**src/core/fault_pkg.sv**
```systemverilog
// Shared constants for the motor driver fault protection block.
package fault_pkg;
  // Clock period in ns
  localparam int CLK_NS = 25;
  localparam int FET_N = 6;
  localparam int DEG_W = 9;
  localparam int RETRY_W = 18;
  localparam int ADDR_W = 8;

  // Register byte offsets
  localparam logic [ADDR_W-1:0] CFG_OFS = 8'h00;
  localparam logic [ADDR_W-1:0] LIM_OFS = 8'h04;
  localparam logic [ADDR_W-1:0] STAT_OFS = 8'h08;
  localparam logic [ADDR_W-1:0] CMD_OFS = 8'h0c;

  // Protection config fields
  localparam int OVERVOLTAGE_PROTECT_ENABLE_BIT = 0;
  localparam int OVERVOLTAGE_THRESHOLD_SELECT_BIT = 1;
  localparam int OVERCURRENT_RESPONSE_MODE_LSB = 2;
  localparam int OVERCURRENT_LEVEL_LSB = 4;
  localparam int OVERCURRENT_DEGLITCH_LSB = 8;
  localparam int OVERCURRENT_RETRY_TIME_BIT = 10;
  // Cycle limit config fields, then the clear bit of the command register
  localparam int CBC_MODE_LSB = 0;
  localparam int CBC_RETRY_LSB = 4;
  localparam int CBC_LIM_LSB = 8;
  localparam int OL_LIM_LSB = 16;
  localparam int CLR_BIT = 0;

  // Reset values: protection off, latched overcurrent, cycle limit disabled
  localparam logic [31:0] CFG_RST = 32'h0000_0000;
  localparam logic [31:0] LIM_RST = 32'h0000_0007;

  // Overcurrent modes
  localparam logic [1:0] OCP_LATCH = 2'h0;
  localparam logic [1:0] OVERCURRENT_RETRY_TIME = 2'h1;
  localparam logic [1:0] OCP_REPORT = 2'h2;
  localparam logic [1:0] OCP_OFF = 2'h3;
  // Cycle limit report-only code
  localparam logic [3:0] CBC_REPORT = 4'h6;

  // Deglitch times in ns and their cycle counts (least time, rounded up)
  localparam int DEG_NS_0 = 1000;
  localparam int DEG_NS_1 = 2000;
  localparam int DEG_NS_2 = 5000;
  localparam int DEG_NS_3 = 10000;
  localparam logic [DEG_W-1:0] DEG_CYC_0 = DEG_W'((DEG_NS_0 + CLK_NS - 1) / CLK_NS);
  localparam logic [DEG_W-1:0] DEG_CYC_1 = DEG_W'((DEG_NS_1 + CLK_NS - 1) / CLK_NS);
  localparam logic [DEG_W-1:0] DEG_CYC_2 = DEG_W'((DEG_NS_2 + CLK_NS - 1) / CLK_NS);
  localparam logic [DEG_W-1:0] DEG_CYC_3 = DEG_W'((DEG_NS_3 + CLK_NS - 1) / CLK_NS);

  // Overcurrent retry times in us and default cycle counts
  localparam int RETRY_SHORT_US = 500;
  localparam int RETRY_LONG_US = 5000;
  localparam int RETRY_SHORT_DEF = (RETRY_SHORT_US * 1000 + CLK_NS - 1) / CLK_NS;
  localparam int RETRY_LONG_DEF = (RETRY_LONG_US * 1000 + CLK_NS - 1) / CLK_NS;

  // Index of each analog input in the filter bank
  localparam int IN_VM_UV = 0;
  localparam int IN_ANALOG_RAIL_UNDERVOLTAGE = 1;
  localparam int IN_BUCK_UNDERVOLTAGE = 2;
  localparam int IN_PUMP_UV = 3;
  localparam int IN_OV_LO = 4;
  localparam int IN_OV_HI = 5;
  localparam int IN_LIMIT = 6;
  localparam int IN_BUCK_OC = 7;
  localparam int IN_FET0 = 8;
  localparam int NUM_IN = IN_FET0 + FET_N;
endpackage

```
**src/core/pin_filter.sv**
```systemverilog
// Two-flop synchroniser followed by a continuous-high deglitch counter.
`timescale 1ns/1ps
module pin_filter #(
  parameter int CNT_W = 9
) (
  input wire logic clk,
  input wire logic rst,
  input wire logic ce,
  input wire logic pin,
  input wire logic [CNT_W-1:0] limit,
  output logic level
);
  typedef struct packed {
    logic meta;
    logic sync;
    logic [CNT_W-1:0] cnt;
    logic level;
  } filt_type;

  filt_type filt_reg;
  filt_type filt_next;

  // Count only while the synced level stays high; any dip restarts it
  always_comb begin
    filt_next = filt_reg;
    filt_next.meta = pin;
    filt_next.sync = filt_reg.meta;
    if (!filt_reg.sync) begin
      filt_next.cnt = '0;
    end else if (filt_reg.cnt != '1) begin
      filt_next.cnt = filt_reg.cnt + 1'b1;
    end
    filt_next.level = filt_reg.sync && (filt_reg.cnt >= limit);
  end

  // State register, frozen while ce is low
  always_ff @(posedge clk) begin
    if (rst) begin
      filt_reg <= '0;
    end else if (ce) begin
      filt_reg <= filt_next;
    end
  end

  assign level = filt_reg.level;
endmodule

```
**src/core/fault_protect.sv**
```systemverilog
// Fault response logic of a three-phase motor driver.
`timescale 1ns/1ps
module fault_protect
  import fault_pkg::*;
#(
  parameter int RETRY_SHORT_CYC = RETRY_SHORT_DEF,
  parameter int RETRY_LONG_CYC = RETRY_LONG_DEF
) (
  input wire logic clk,
  input wire logic rst,
  input wire logic ce,
  input wire logic [ADDR_W-1:0] addr,
  input wire logic [31:0] write_data,
  input wire logic write_strobe,
  input wire logic read_strobe,
  output logic [31:0] read_data,
  input wire logic supply_undervoltage_lockout,
  input wire logic analog_rail_undervoltage,
  input wire logic buck_undervoltage,
  input wire logic pump_undervoltage,
  input wire logic vm_above_low_level,
  input wire logic vm_above_high_level,
  input wire logic [FET_N-1:0] fet_overcurrent,
  input wire logic buck_overcurrent,
  input wire logic limit_comparator_hit,
  input wire logic closed_loop,
  input wire logic pwm_cycle_start,
  output logic fault_indicator_n,
  output logic fet_disable,
  output logic fet_recirculate,
  output logic device_reset,
  output logic pump_disable,
  output logic buck_switches_off,
  output logic overvoltage_threshold_select,
  output logic [3:0] overcurrent_level,
  output logic [7:0] limit_threshold
);
  typedef struct packed {
    logic [31:0] cfg;
    logic [31:0] lim;
    logic drv_flt;
    logic pump_flg;
    logic ov_flg;
    logic oc_flg;
    logic ctl_flt;
    logic cbc_flg;
    logic [FET_N-1:0] fet_flg;
    logic oc_latch;
    logic retry_on;
    logic [RETRY_W-1:0] retry_cnt;
    logic cbc_on;
    logic cbc_pin;
    logic [3:0] cbc_cnt;
    logic fet_off;
    logic recirc;
    logic pin_low;
    logic supply_rst;
    logic buck_off;
    logic [7:0] thr;
    logic [31:0] rdata;
  } state_type;

  state_type state_reg;
  state_type state_next;

  logic [NUM_IN-1:0] raw_in;
  logic [NUM_IN-1:0] filt;
  logic [DEG_W-1:0] deg_lim;
  logic [1:0] overcurrent_response_mode;
  logic [3:0] cbc_mode;
  logic [FET_N-1:0] fet_oc;
  logic oc_any;
  logic ov_act;
  logic supply_evt;
  logic limit_hit;
  logic clr;
  logic [31:0] status;

  // Gather the asynchronous analog comparator outputs
  assign raw_in = {fet_overcurrent, buck_overcurrent, limit_comparator_hit,
                   vm_above_high_level, vm_above_low_level, pump_undervoltage,
                   buck_undervoltage, analog_rail_undervoltage, supply_undervoltage_lockout};

  // Deglitch count picked by the two-bit deglitch field
  assign deg_lim = (state_reg.cfg[OVERCURRENT_DEGLITCH_LSB +: 2] == 2'h0) ? DEG_CYC_0 :
                   (state_reg.cfg[OVERCURRENT_DEGLITCH_LSB +: 2] == 2'h1) ? DEG_CYC_1 :
                   (state_reg.cfg[OVERCURRENT_DEGLITCH_LSB +: 2] == 2'h2) ? DEG_CYC_2 : DEG_CYC_3;

  // Every input is synchronised; only the buck and FET overcurrent inputs get a deglitch window
  for (genvar i = 0; i < NUM_IN; i++) begin : g_filt
    pin_filter #(
      .CNT_W(DEG_W)
    ) u_filt (
      .clk(clk),
      .rst(rst),
      .ce(ce),
      .pin(raw_in[i]),
      .limit((i >= IN_BUCK_OC) ? deg_lim : '0),
      .level(filt[i])
    );
  end

  // Decoded conditions
  assign overcurrent_response_mode = state_reg.cfg[OVERCURRENT_RESPONSE_MODE_LSB +: 2];
  assign cbc_mode = state_reg.lim[CBC_MODE_LSB +: 4];
  assign fet_oc = filt[IN_FET0 +: FET_N];
  assign oc_any = |fet_oc;
  assign limit_hit = filt[IN_LIMIT];
  assign supply_evt = filt[IN_VM_UV] | filt[IN_ANALOG_RAIL_UNDERVOLTAGE] | filt[IN_BUCK_UNDERVOLTAGE] | filt[IN_BUCK_OC];
  assign ov_act = state_reg.cfg[OVERVOLTAGE_PROTECT_ENABLE_BIT] &&
                  (state_reg.cfg[OVERVOLTAGE_THRESHOLD_SELECT_BIT] ? filt[IN_OV_HI] : filt[IN_OV_LO]);
  assign clr = write_strobe && (addr == CMD_OFS) && write_data[CLR_BIT];
  assign status = {18'h0, state_reg.recirc, state_reg.fet_off, state_reg.fet_flg,
                   state_reg.cbc_flg, state_reg.ctl_flt, state_reg.oc_flg,
                   state_reg.ov_flg, state_reg.pump_flg, state_reg.drv_flt};

  // Next state: bus, flags, recovery timers and output drive
  always_comb begin
    state_next = state_reg;
    state_next.rdata = '0;
    // Register writes; reads answer in the following cycle only
    if (write_strobe) begin
      if (addr == CFG_OFS) begin
        state_next.cfg = write_data;
      end else if (addr == LIM_OFS) begin
        state_next.lim = write_data;
      end
    end
    if (read_strobe) begin
      if (addr == CFG_OFS) begin
        state_next.rdata = state_reg.cfg;
      end else if (addr == LIM_OFS) begin
        state_next.rdata = state_reg.lim;
      end else if (addr == STAT_OFS) begin
        state_next.rdata = status;
      end
    end
    if (supply_evt) begin
      // Whole-device reset: config and flags back to reset values
      state_next = '0;
      state_next.cfg = CFG_RST;
      state_next.lim = LIM_RST;
      state_next.fet_off = 1'b1;
      state_next.supply_rst = 1'b1;
      state_next.buck_off = filt[IN_BUCK_UNDERVOLTAGE];
    end else begin
      // Reset outputs follow the event; without this they would stick high forever
      state_next.supply_rst = 1'b0;
      state_next.buck_off = 1'b0;
      // Clear first so that a live condition sets the flag again
      if (clr) begin
        state_next.drv_flt = 1'b0;
        state_next.pump_flg = 1'b0;
        state_next.ov_flg = 1'b0;
        state_next.oc_flg = 1'b0;
        state_next.fet_flg = '0;
        state_next.oc_latch = 1'b0;
        state_next.ctl_flt = 1'b0;
        if (cbc_mode == CBC_REPORT) begin
          state_next.cbc_flg = 1'b0;
        end
      end
      // Charge pump undervoltage
      if (filt[IN_PUMP_UV]) begin
        state_next.drv_flt = 1'b1;
        state_next.pump_flg = 1'b1;
      end
      // Supply overvoltage
      if (ov_act) begin
        state_next.drv_flt = 1'b1;
        state_next.ov_flg = 1'b1;
      end
      // Retry timer runs down and then releases the FETs
      if (state_reg.retry_on) begin
        if (state_reg.retry_cnt == '0) begin
          state_next.retry_on = 1'b0;
        end else begin
          state_next.retry_cnt = state_reg.retry_cnt - 1'b1;
        end
      end
      // FET overcurrent after deglitch
      if (oc_any && (overcurrent_response_mode != OCP_OFF)) begin
        state_next.drv_flt = 1'b1;
        state_next.oc_flg = 1'b1;
        state_next.fet_flg = state_next.fet_flg | fet_oc;
        if (overcurrent_response_mode == OCP_LATCH) begin
          state_next.oc_latch = 1'b1;
        end
        if ((overcurrent_response_mode == OVERCURRENT_RETRY_TIME) && !state_reg.retry_on) begin
          state_next.retry_on = 1'b1;
          state_next.retry_cnt = state_reg.cfg[OVERCURRENT_RETRY_TIME_BIT] ?
                                 RETRY_W'(RETRY_LONG_CYC - 1) : RETRY_W'(RETRY_SHORT_CYC - 1);
        end
      end
      // Release of an active cycle limit, by recovery family
      if (state_reg.cbc_on) begin
        if (cbc_mode[3:1] == 3'h0) begin
          if (pwm_cycle_start) begin
            state_next.cbc_on = 1'b0;
            state_next.cbc_pin = 1'b0;
            state_next.cbc_flg = 1'b0;
          end
        end else if (cbc_mode[3:1] == 3'h1) begin
          if (!limit_hit) begin
            state_next.cbc_on = 1'b0;
            state_next.cbc_pin = 1'b0;
            state_next.cbc_flg = 1'b0;
          end
        end else if (cbc_mode[3:1] == 3'h2) begin
          if (pwm_cycle_start) begin
            if (state_reg.cbc_cnt == 4'h0) begin
              state_next.cbc_on = 1'b0;
              state_next.cbc_pin = 1'b0;
              state_next.cbc_flg = 1'b0;
            end else begin
              state_next.cbc_cnt = state_reg.cbc_cnt - 1'b1;
            end
          end
        end else begin
          // Mode changed to a passive one: stop recirculating
          state_next.cbc_on = 1'b0;
          state_next.cbc_pin = 1'b0;
        end
      end
      // New limit event; the set wins over a release in the same cycle
      if (limit_hit) begin
        if (cbc_mode <= 4'h5) begin
          if (!state_next.cbc_on) begin
            state_next.cbc_cnt = state_reg.lim[CBC_RETRY_LSB +: 4];
          end
          state_next.cbc_on = 1'b1;
          state_next.cbc_flg = 1'b1;
          if (!cbc_mode[0]) begin
            state_next.cbc_pin = 1'b1;
            state_next.ctl_flt = 1'b1;
          end
        end else if (cbc_mode == CBC_REPORT) begin
          state_next.cbc_flg = 1'b1;
          state_next.ctl_flt = 1'b1;
        end
      end
      // Output drive derived from the settled fault state
      state_next.fet_off = filt[IN_PUMP_UV] | ov_act | state_next.oc_latch |
                           state_next.retry_on;
      state_next.recirc = state_next.cbc_on & ~state_next.fet_off;
      state_next.pin_low = filt[IN_PUMP_UV] | ov_act | state_next.oc_latch |
                           state_next.retry_on | state_next.cbc_pin;
    end
    // Analog limit reference follows the loop state
    state_next.thr = closed_loop ? state_reg.lim[CBC_LIM_LSB +: 8] :
                     state_reg.lim[OL_LIM_LSB +: 8];
  end

  // One register for the whole state; ce freezes it
  always_ff @(posedge clk) begin
    if (rst) begin
      state_reg <= '0;
      state_reg.cfg <= CFG_RST;
      state_reg.lim <= LIM_RST;
    end else if (ce) begin
      state_reg <= state_next;
    end
  end

  // Outputs, all straight from flip-flops
  assign read_data = state_reg.rdata;
  assign fault_indicator_n = ~state_reg.pin_low;
  assign fet_disable = state_reg.fet_off;
  assign fet_recirculate = state_reg.recirc;
  assign device_reset = state_reg.supply_rst;
  assign pump_disable = state_reg.supply_rst;
  assign buck_switches_off = state_reg.buck_off;
  assign overvoltage_threshold_select = state_reg.cfg[OVERVOLTAGE_THRESHOLD_SELECT_BIT];
  assign overcurrent_level = state_reg.cfg[OVERCURRENT_LEVEL_LSB +: 4];
  assign limit_threshold = state_reg.thr;
endmodule

```
**config.mk**
```make
export PLATFORM = sky130hd
export DESIGN_NAME = fault_protect
export DESIGN_NICKNAME = d
export VERILOG_FILES = /design/src/core/fault_pkg.sv /design/src/core/pin_filter.sv /design/src/core/fault_protect.sv
export SDC_FILE = /design/constraint.sdc
export NUM_CORES = 1
export LEC_CHECK = 0
export ABC_AREA = 1
export BUFFER_PORTS_ARGS = -buffer_cell sky130_fd_sc_hd__buf_2
export CAP_MARGIN = 20
export CORE_UTILIZATION = 25
export DETAILED_ROUTE_END_ITERATION = 16
export HOLD_SLACK_MARGIN = 0.1
export SYNTH_ARGS = -nofsm -noshare
export SYNTH_HDL_FRONTEND = slang
export SYNTH_SLANG_ARGS = --single-unit
```
**constraint.sdc**
```tcl
create_clock -name clk -period 1.8 [get_ports clk]
set_input_delay 0.54 -clock clk [delete_from_list [all_inputs] [get_ports clk]]
set_output_delay 0.54 -clock clk [all_outputs]
set_load 0.1 [all_outputs]
```
# ---- Word level (Yosys, flattened, before mapping)
# Cells that the tools add are included.
dict set report totals {
  register_bits 315
  input_bits 61
  output_inout_bits 51
}
dict set report op_classes {
  addsub 16
  order_cmp 15
  n_eq_ne 39
  muxes 90
  bitwise 11
  reduce_logical 54
}
# operator n
set op_table {}
lappend op_table {{two-way mux 9 bit} 31}
lappend op_table {{two-way mux 32 bit} 7}
lappend op_table {{two-way mux 64 bit} 2}
lappend op_table {{adder 9 x 1 -> 9 bit, second input constant} 14}
lappend op_table {{!= test 9 bit, second input constant} 14}
lappend op_table {{>= comparator 9 x 1 -> 1 bit, second input constant} 7}
lappend op_table {{>= comparator 9 bit} 7}
lappend op_table {{two-way mux 26 bit} 2}
lappend op_table {{two-way mux 43 bit} 1}
lappend op_table {{two-way mux 19 bit} 2}
lappend op_table {{two-way mux 18 bit} 2}
lappend op_table {{two-way mux 6 bit} 6}
lappend op_table {{AND reduction 2 bit} 18}
lappend op_table {{!= test 2 bit, second input constant} 16}
lappend op_table {{two-way mux 13 bit} 2}
lappend op_table {{two-way mux 2 bit} 10}
lappend op_table {{two-way mux 4 bit} 5}
lappend op_table {{logical AND 1 bit} 19}
lappend op_table {{zero test 18 bit} 1}
lappend op_table {{two-way mux 1 bit} 18}
lappend op_table {{subtractor 18 x 1 -> 18 bit, second input constant} 1}
lappend op_table {{== test 8 x 4 -> 1 bit, second input constant} 2}
lappend op_table {{two-way mux 14 bit} 1}
lappend op_table {{nonzero test 3 bit} 3}
lappend op_table {{other kinds (23)} 34}

# ---- Depth between registers and ports, before layout
# Gate-level depths: netlist of run 1.
dict set report logic_depth {
  ltp_word 15
  ltp_mapped 14
  depth_no_buf 14
}

# ---- Hierarchy
# Synthesis of run 1 repeated with hierarchy kept, for this count alone.
dict set report unflattened {
  cells_unflattened 2801
  hier_area_um2 19029.5
}
# mod n_inst cells_per_inst area_per_inst_um2
set by_module_without_submodules {}
lappend by_module_without_submodules {{pin_filter (g_filt[0].u_filt ...)} 13 121 820.8}
lappend by_module_without_submodules {fault_protect 1 1114 7559.8}
lappend by_module_without_submodules {{pin_filter (g_filt[9].u_filt)} 1 114 799.5}

# ---- Worst setup path before layout of run 1
# No wires, ideal clock.
dict set report synth_timing {
  path_type {reg2reg}
  startpoint {register state_reg[124] in the netlist's numbering}
  endpoint {register g_filt[13].u_filt.filt_reg, in the netlist g_filt[13].u_filt.level}
  setup_ps 132
  t_arrival_ps 1836
  slack_ps -168
  stages_incl_launch_ff 11
  n_path_buf 0
  period_less_slack_ps 1968
  cell_sequence {dfxtp_1 inv_1 ha_1 or2_2 ha_1 inv_1 nor2_1 o21ai_0 o2111ai_1 nand3_1 a21oi_1}
}
dict set report synth_via {
  elab_chain_len 6
  word_cells_on_any_way 8
  cone_classes {order compare: 1; eq/ne: 2; mux: 3; reduce/logical: 2}
}
# element line
set synth_lines {}
lappend synth_lines {{start, declared} fault_protect.sv:63} ;# state_type state_reg;
lappend synth_lines {{start signal, assigned} fault_protect.sv:261} ;# state_reg <= state_next;
lappend synth_lines {{== test 2 bit} fault_protect.sv:87} ;# (state_reg.cfg[OVERCURRENT_DEGLITCH_LSB +: 2] == 2'h2) ? DEG_CYC_2 : DEG_CYC_3;
lappend synth_lines {{two-way mux 9 bit} fault_protect.sv:87}
lappend synth_lines {{two-way mux 9 bit} fault_protect.sv:86} ;# (state_reg.cfg[OVERCURRENT_DEGLITCH_LSB +: 2] == 2'h1) ? DEG_CYC_1 :
lappend synth_lines {{two-way mux 9 bit (*)} fault_protect.sv:85} ;# assign deg_lim = (state_reg.cfg[OVERCURRENT_DEGLITCH_LSB +: 2] == 2'h0) ? DEG_CYC_0 :
lappend synth_lines {{>= comparator 9 bit (*)} pin_filter.sv:33} ;# filt_next.level = filt_reg.sync && (filt_reg.cnt >= limit);
lappend synth_lines {{logical AND 1 bit (*)} pin_filter.sv:33}
lappend synth_lines {{end signal, assigned} pin_filter.sv:41} ;# filt_reg <= filt_next;
lappend synth_lines {{end, declared} pin_filter.sv:20} ;# filt_type filt_reg;
# Every way passes the cells marked *; elsewhere a longest branch is shown, timed or not.
# A chain may end at the register's enable or synchronous reset.

# ---- Worst setup path in the final report of run 1
dict set report layout_timing {
  startpoint {register g_filt[13].u_filt.filt_reg[1] in the netlist's numbering}
  endpoint {register g_filt[13].u_filt.filt_reg[8] in the netlist's numbering}
}
dict set report layout_via {
  elab_chain_len 3
  word_cells_on_any_way 6
  cone_classes {add/sub: 1; eq/ne: 2; mux: 2; reduce/logical: 1}
}
# element line
set layout_lines {}
lappend layout_lines {{adder 9 x 1 -> 9 bit or != test 9 bit (tied branches)} {pin_filter.sv:31, pin_filter.sv:30}}
lappend layout_lines {{two-way mux 9 bit or != test 2 bit (tied branches)} -}
lappend layout_lines {{two-way mux 9 bit or AND reduction 2 bit (tied branches)} -}
# Several ways; a longest one is shown, not always the timed one. The select of a mux whose other input is x is not followed.

==> impl_metrics.yaml, run 1 <==
cells_and_area:
  drive_gt1_share_pct: 27.9
  nNetsFinal: 2067
  area_growth_pct: 35.7
  n_antenna_cell: 0
  largest_reg_flops: 92
  nFillCells: 5196
  fin_util_pct: 34.3
  stdcell_area_sq_um: 17200
routing:
  wl_met1_um: 16900
  wl_per_cell_um: 14.9
  via_per_inst: 4.72
  wl_met3_um: 1960
  drc: 0
  drtIter0Drc: 749
  wl_met2_um: 18900
  via_count: 12398
  first_pass_iters: 5
  top_layer_used: "met5"
  final_antenna_net_count: 0
  wl_um: 39100
floorplanning:
  start_util_pct: 25.3
  coreArea_sq_um: 50100
  die_h_um: 227
  core.rowCount: 82
  die_w_um: 227
  die_area_sq_um: 51500
  ioPinCount: 112
sta:
  worst_clock_skew_ns: 0.0371
  setup_slack_ns: -0.118
  slew-limit-headroom_pct: 48.4
  tightestPinTransition_ns: 0.769
  finalCritPeriodShare_pct: 107
  drv_slew: 0
  hold_viol: 0
  max_freq_ghz: 0.521
  finalSetupViolations: 16
  rsz0062_at_grt: "true"
  min_period_ns: 1.92
critical_path:
  slowest_stage: "dfxtp_2"
  start_kind: "flip-flop"
  r2r_slack_ns: -0.12
  startpoint: "g_filt[13].u_filt.filt_reg[1]"
  path_max_fanout: 3
  cp.required_ns: 2.25
  path_cells: "ha_4, nand2_4, nor3_4, nand2_1, nor2_2, ha_2, a21oi_4, inv_2, nor2_4, inv_2, nor3_4, nand2_2, nand2_1, nor3b_2"
  criticalPathCategory: "flip-flop to flip-flop"
  rr_worst_depth: 14
  r2r-start: "g_filt[13].u_filt.filt_reg[1]"
  crit_path_end_kind: "flip-flop"
  endpoint: "g_filt[13].u_filt.filt_reg[8]"
  max_stage_delay_ns: 0.35
  critPathArrivalTime_ns: 2.36
  r2r_end: "g_filt[13].u_filt.filt_reg[8]"
yosys:
  synth_top_family_by_area: "simple AND/OR/NAND/NOR gates"
  synthArstFlopShare_pct: 0
  yosysWarnings: 0
  yosys.area_share.simple_pct: 22.7
  synth.most_common_cell: "nand2_1"
  synth.distinct_cells: 42
  yosysTopAreaCell: "dfxtp_1"
  yosys.area_share.adder_pct: 6.72
  synth_cells: 1750
  synthFlopType: "dfxtp_1"
  synth.mux.area_fraction_pct: 0
  synth_edf_count: 0
  avgSynthCellArea_sq_um: 7.23
  ys_ff_latch: 252
  syn_area_sq_um: 12700
  synth_top_area_share_pct: 39.9
  seq_area_frac_synth_pct: 39.9
  synthTopCellsByCount: "nand2_1, dfxtp_1, nor2_1"
  synth_compound_area_share_pct: 19.4
  synth.top_cells.by_area: "dfxtp_1, nand2_1, a21oi_1"
  synth_xor_area_share_pct: 0.899
  syn_nets: 1879
global_route:
  grt_pass1_wl_um: 61700
  grt_max_degree: 76
  grt_usage_pct: 14.7
  grt_antenna_before_repair: 1
  grt_pass1_vias: 11995
  gr-total-overflow: 0
clock_tree:
  cts_made_buffers: 28
  clk_pin_slew_ns: 0.06
  tritoncts: "yes"
  clk_path_buf_depth: 3
  worstSkewPairLatency_ns: 0.59
  ctsHtreeMaxLevel: 1
  root_buffer: "clkbuf_16"
  cts_sinks: 252
  cts_hold_buffers: 0
outcome:
  status: "finished with violations"
  violations: "setup timing"
place:
  io_buffers: 111
  gp_congestion: 0.867
  placed_cell_area_sq_um: 14700
  post-dp-hpwl_um: 26800
min_path:
  hold_path_class: "primary input to flip-flop"
power_and_ir_drop:
  total_power_mw: 13.7
  p_leak_nw: 7.06
  peakVddDrop_v: 0.000668
  power_density_nw_per_um2: 795
run:
  cap_violations: 0
## cell type report
| class | instances | area (sq um) | area share, % |
|---|---|---|---|
| Timing Repair Buffer | 280 | 2390 | 13.9 |
| Clock inverter | 11 | 115 | 0.670 |
| Inverter | 171 | 649 | 3.78 |
| Clock buffer | 37 | 785 | 4.57 |
| Multi-Input combinational cell | 1205 | 7280 | 42.4 |
| Tap cell | 672 | 841 | 4.90 |
| Sequential cell | 252 | 5120 | 29.8 |
## how the worst min path moves through the flow
stage | startpoint | endpoint | slack, ns | cells past startpoint
detailed placement | state_reg[137] | state_reg[137] | 0.45 | 2
finish | vm_above_low_level | g_filt[4].u_filt.filt_next[10] | 0.21 | 3
global placement | state_reg[137] | state_reg[137] | 0.44 | 2
floorplan | state_reg[107] | state_reg[107] | 0.43 | 2
global route | fet_overcurrent[3] | g_filt[11].u_filt.filt_next[10] | 0.20 | 3
CTS | fet_overcurrent[3] | g_filt[11].u_filt.filt_next[10] | 0.19 | 3
## placed cells by master (no fill, tap or decap), types with 23 or more instances in the layout
cell type,count
o21ai_0,123
nand2_1,319
buf_2,59
a21oi_1,191
dfxtp_1,209
ha_1,23
o211ai_1,37
clkbuf_16,28
nand3_1,58
dfxtp_2,35
buf_4,163
buf_6,32
inv_1,149
buf_12,24
ha_4,38
nor2_1,192
## worst max-delay path, delay by kind of cell (launching register included)
family,cells,cell delay (ns)
AO/OA/AOI/OAI,1,0.06
flip-flops,1,0.35
AND/OR/NAND/NOR,9,0.84
buffers and inverters,2,0.19
adder cells (fa/ha/maj),2,0.36
## routing by layer
metal | global-route usage (%) | vias to the layer above
met2 | 25.3 | 307
met5 | 0 | -
met4 | 5.91 | 2
li1 | - | 6155
met3 | 2.26 | 83
met1 | 18.3 | 5851
## kinds of logic after synthesis
family	after synthesis
AO/OA/AOI/OAI	434
XOR/XNOR	13
adder cells (fa/ha/maj)	68
buffers and inverters	294
flip-flops	252
AND/OR/NAND/NOR	689
## through the flow
| stage | TNS [ns] | hold WS [ns] | cells | setup slack (ns) |
|---|---|---|---|---|
| floorplan | -0.00309 | 0.430 | 1750 | -0.00155 |
| global placement | -9.47 | 0.440 | 2551 | -0.133 |
| detailed placement | -14.53 | 0.446 | 2551 | -0.191 |
| CTS | -0.573 | 0.193 | 2613 | -0.0958 |
| global route | -3.46 | 0.204 | 2628 | -0.254 |
| finish | -0.775 | 0.209 | 2628 | -0.118 |
## timing repair
item                       CTS  global route
pin swaps                   35            53
buffers inserted            13            17
gates resized for setup    164           162
setup endpoints to repair   74            82
gates cloned                 1             0
## power by group
| part | internal, mW | total, mW | switching (mW) |
|---|---|---|---|
| logic | 0.746 | 2.02 | 1.27 |
| clock network | 3.21 | 5.68 | 2.48 |
| registers | 5.79 | 5.95 | 0.167 |
Note: power is estimated with default switching activity, not from simulation.
==> inputs of run 2 (changes only) <==
--- a/config.mk
+++ b/config.mk
@@ -8,9 +8,10 @@
 export ABC_AREA = 1
 export BUFFER_PORTS_ARGS = -buffer_cell sky130_fd_sc_hd__buf_2
 export CAP_MARGIN = 20
-export CORE_UTILIZATION = 25
+export CORE_UTILIZATION = 54
 export DETAILED_ROUTE_END_ITERATION = 16
 export HOLD_SLACK_MARGIN = 0.1
+export PLACE_DENSITY = 0.76
 export SYNTH_ARGS = -nofsm -noshare
 export SYNTH_HDL_FRONTEND = slang
 export SYNTH_SLANG_ARGS = --single-unit
==> impl_metrics.yaml, run 2 (synthesis gave the netlist of run 1 again) <==
cells_and_area:
  area_growth_pct: 28.0
  final_cell_mix: "nand2_1, dfxtp_1, nor2_1, buf_4, a21oi_1"
  nNetsFinal: 2059
  nFillCells: 1768
  final_common_cell: "nand2_1"
  largest_reg_flops: 92
  fin_util_pct: 70.9
  n_antenna_cell: 0
  drive_gt1_share_pct: 26.5
critical_path:
  criticalPathCategory: "flip-flop to flip-flop"
  cp.required_ns: 2.23
  crit_path_end_kind: "flip-flop"
  start_kind: "flip-flop"
  critPathArrivalTime_ns: 2.37
  path_max_fanout: 3
routing:
  wl_met2_um: 17900
  via_count: 12558
  wl_per_cell_um: 16.3
  drtIter0Drc: 906
  via_per_inst: 5.56
  final_antenna_net_count: 0
  wl_met3_um: 2210
  drc: 0
  first_pass_iters: 5
  wl_um: 36800
  wl_met1_um: 15200
  top_layer_used: "met4"
sta:
  worst_clock_skew_ns: 0.0131
  slew-limit-headroom_pct: 72.8
  whs_ns: 0.221
  rsz0062_at_grt: "true"
  finalCritPeriodShare_pct: 108
  setup_slack_ns: -0.145
  min_period_ns: 1.95
  max_freq_ghz: 0.514
  drv_slew: 0
  finalSetupViolations: 21
  tightestPinTransition_ns: 0.404
  hold_viol: 0
global_route:
  grt_pass1_vias: 12047
  grt_usage_pct: 28.5
  grt_pass1_wl_um: 56800
  grt_antenna_before_repair: 0
  grt_max_degree: 83
  gr-total-overflow: 0
clock_tree:
  clk_pin_slew_ns: 0.06
  clk_path_buf_depth: 3
  root_buffer: "clkbuf_16"
  cts_made_buffers: 27
  cts_sinks: 252
  worstSkewPairLatency_ns: 0.54
  ctsHtreeMaxLevel: 1
  tritoncts: "yes"
power_and_ir_drop:
  switching_share_pct: 27.4
  seqPwrFrac_pct: 44.8
  p_comb_share_pct: 14.4
  switching_power_mw: 3.63
  power_density_nw_per_um2: 819
  internal_power_mw: 9.64
  clkPwrFrac_pct: 40.8
  peakVddDrop_v: 0.000725
  p_leak_nw: 6.96
place:
  gp_congestion: 0.913
  post-dp-hpwl_um: 23500
  io_buffers: 111
floorplanning:
  coreArea_sq_um: 22800
  die_h_um: 155
  die_w_um: 155
  ioPinCount: 112
  core.rowCount: 55
  die_area_sq_um: 24100
  start_util_pct: 55.4
min_path:
  hold_path_class: "primary input to flip-flop"
outcome:
  violations: "setup timing"
  status: "finished with violations"
run:
  cap_violations: 0
[run 2: timing repair]
| action | in CTS | in global routing |
|---|---|---|
| gates cloned | 1 | 0 |
| gates resized for setup | 127 | 134 |
| endpoints found under the hold margin | 0 | 0 |
| endpoints found under the setup margin | 84 | 81 |
| buffers inserted | 11 | 27 |
| hold buffers | 0 | 0 |
| pin swaps | 33 | 54 |
[run 2: power by group through the flow]
stage / Sequential [mW] / Clock [mW] / Combinational (mW)
CTS: 5.94 / 5.48 / 1.82
global placement: 6.04 / 0 / 1.65
global route: 5.96 / 5.70 / 2.07
floorplan: 6.07 / 0 / 1.09
finish: 5.95 / 5.41 / 1.91
detailed placement: 6.05 / 0 / 1.69
[run 2: final cells by class]
cell class	instances	area [sq um]	share of cell area, %
multi-input combinational	1205	7130	44.0
sequential	252	5100	31.5
timing repair buffer	273	2080	12.8
clock buffer	40	795	4.90
inverter	171	652	4.02
tap	313	392	2.42
clock inverter	6	58.8	0.363
[run 2: worst paths after layout]
kind | startpoint | to | slack [ns] | cells past startpoint
setup reg to reg | g_filt[13].u_filt.filt_reg[2] | g_filt[13].u_filt.filt_reg[8] | -0.15 | 14
setup / recovery | g_filt[13].u_filt.filt_reg[2] | g_filt[13].u_filt.filt_reg[8] | -0.15 | 14
hold / removal | analog_rail_undervoltage | g_filt[1].u_filt.filt_next[10] | 0.22 | 3
hold reg to reg | state_reg[108] | state_reg[108] | 0.45 | 2
[run 2: worst max-delay path, cell delays in order, from the launching register on]
cell,delay [ns]
dfxtp_2,0.35
ha_4,0.15
nand2_4,0.06
nor3_4,0.20
nand2_1,0.08
nor2_1,0.14
ha_2,0.22
a21oi_4,0.07
inv_2,0.12
nor2_4,0.05
inv_2,0.08
nor3_4,0.05
nand2_2,0.06
nand2_1,0.05
nor3b_2,0.15
[run 2: stage by stage]
stage / std cells / TNS, ns / instance area (sq um) / power, mW / worst slack [ns]
finish: 2260 / -1.50 / 16200 / 13.3 / -0.145
floorplan: 1750 / -0.00309 / 12700 / 7.16 / -0.00155
global placement: 2176 / -1.69 / 14100 / 7.69 / -0.0788
detailed placement: 2176 / -5.10 / 14100 / 7.74 / -0.170
global route: 2260 / -4.02 / 16200 / 13.7 / -0.251
CTS: 2234 / -0.453 / 15500 / 13.2 / -0.0797
[run 2: per-layer routing]
layer	up-vias	GRT usage (%)
met1	5886	35.4
met4	0	12.6
li1	6130	-
met2	424	49.4
met3	118	3.62
met5	-	0
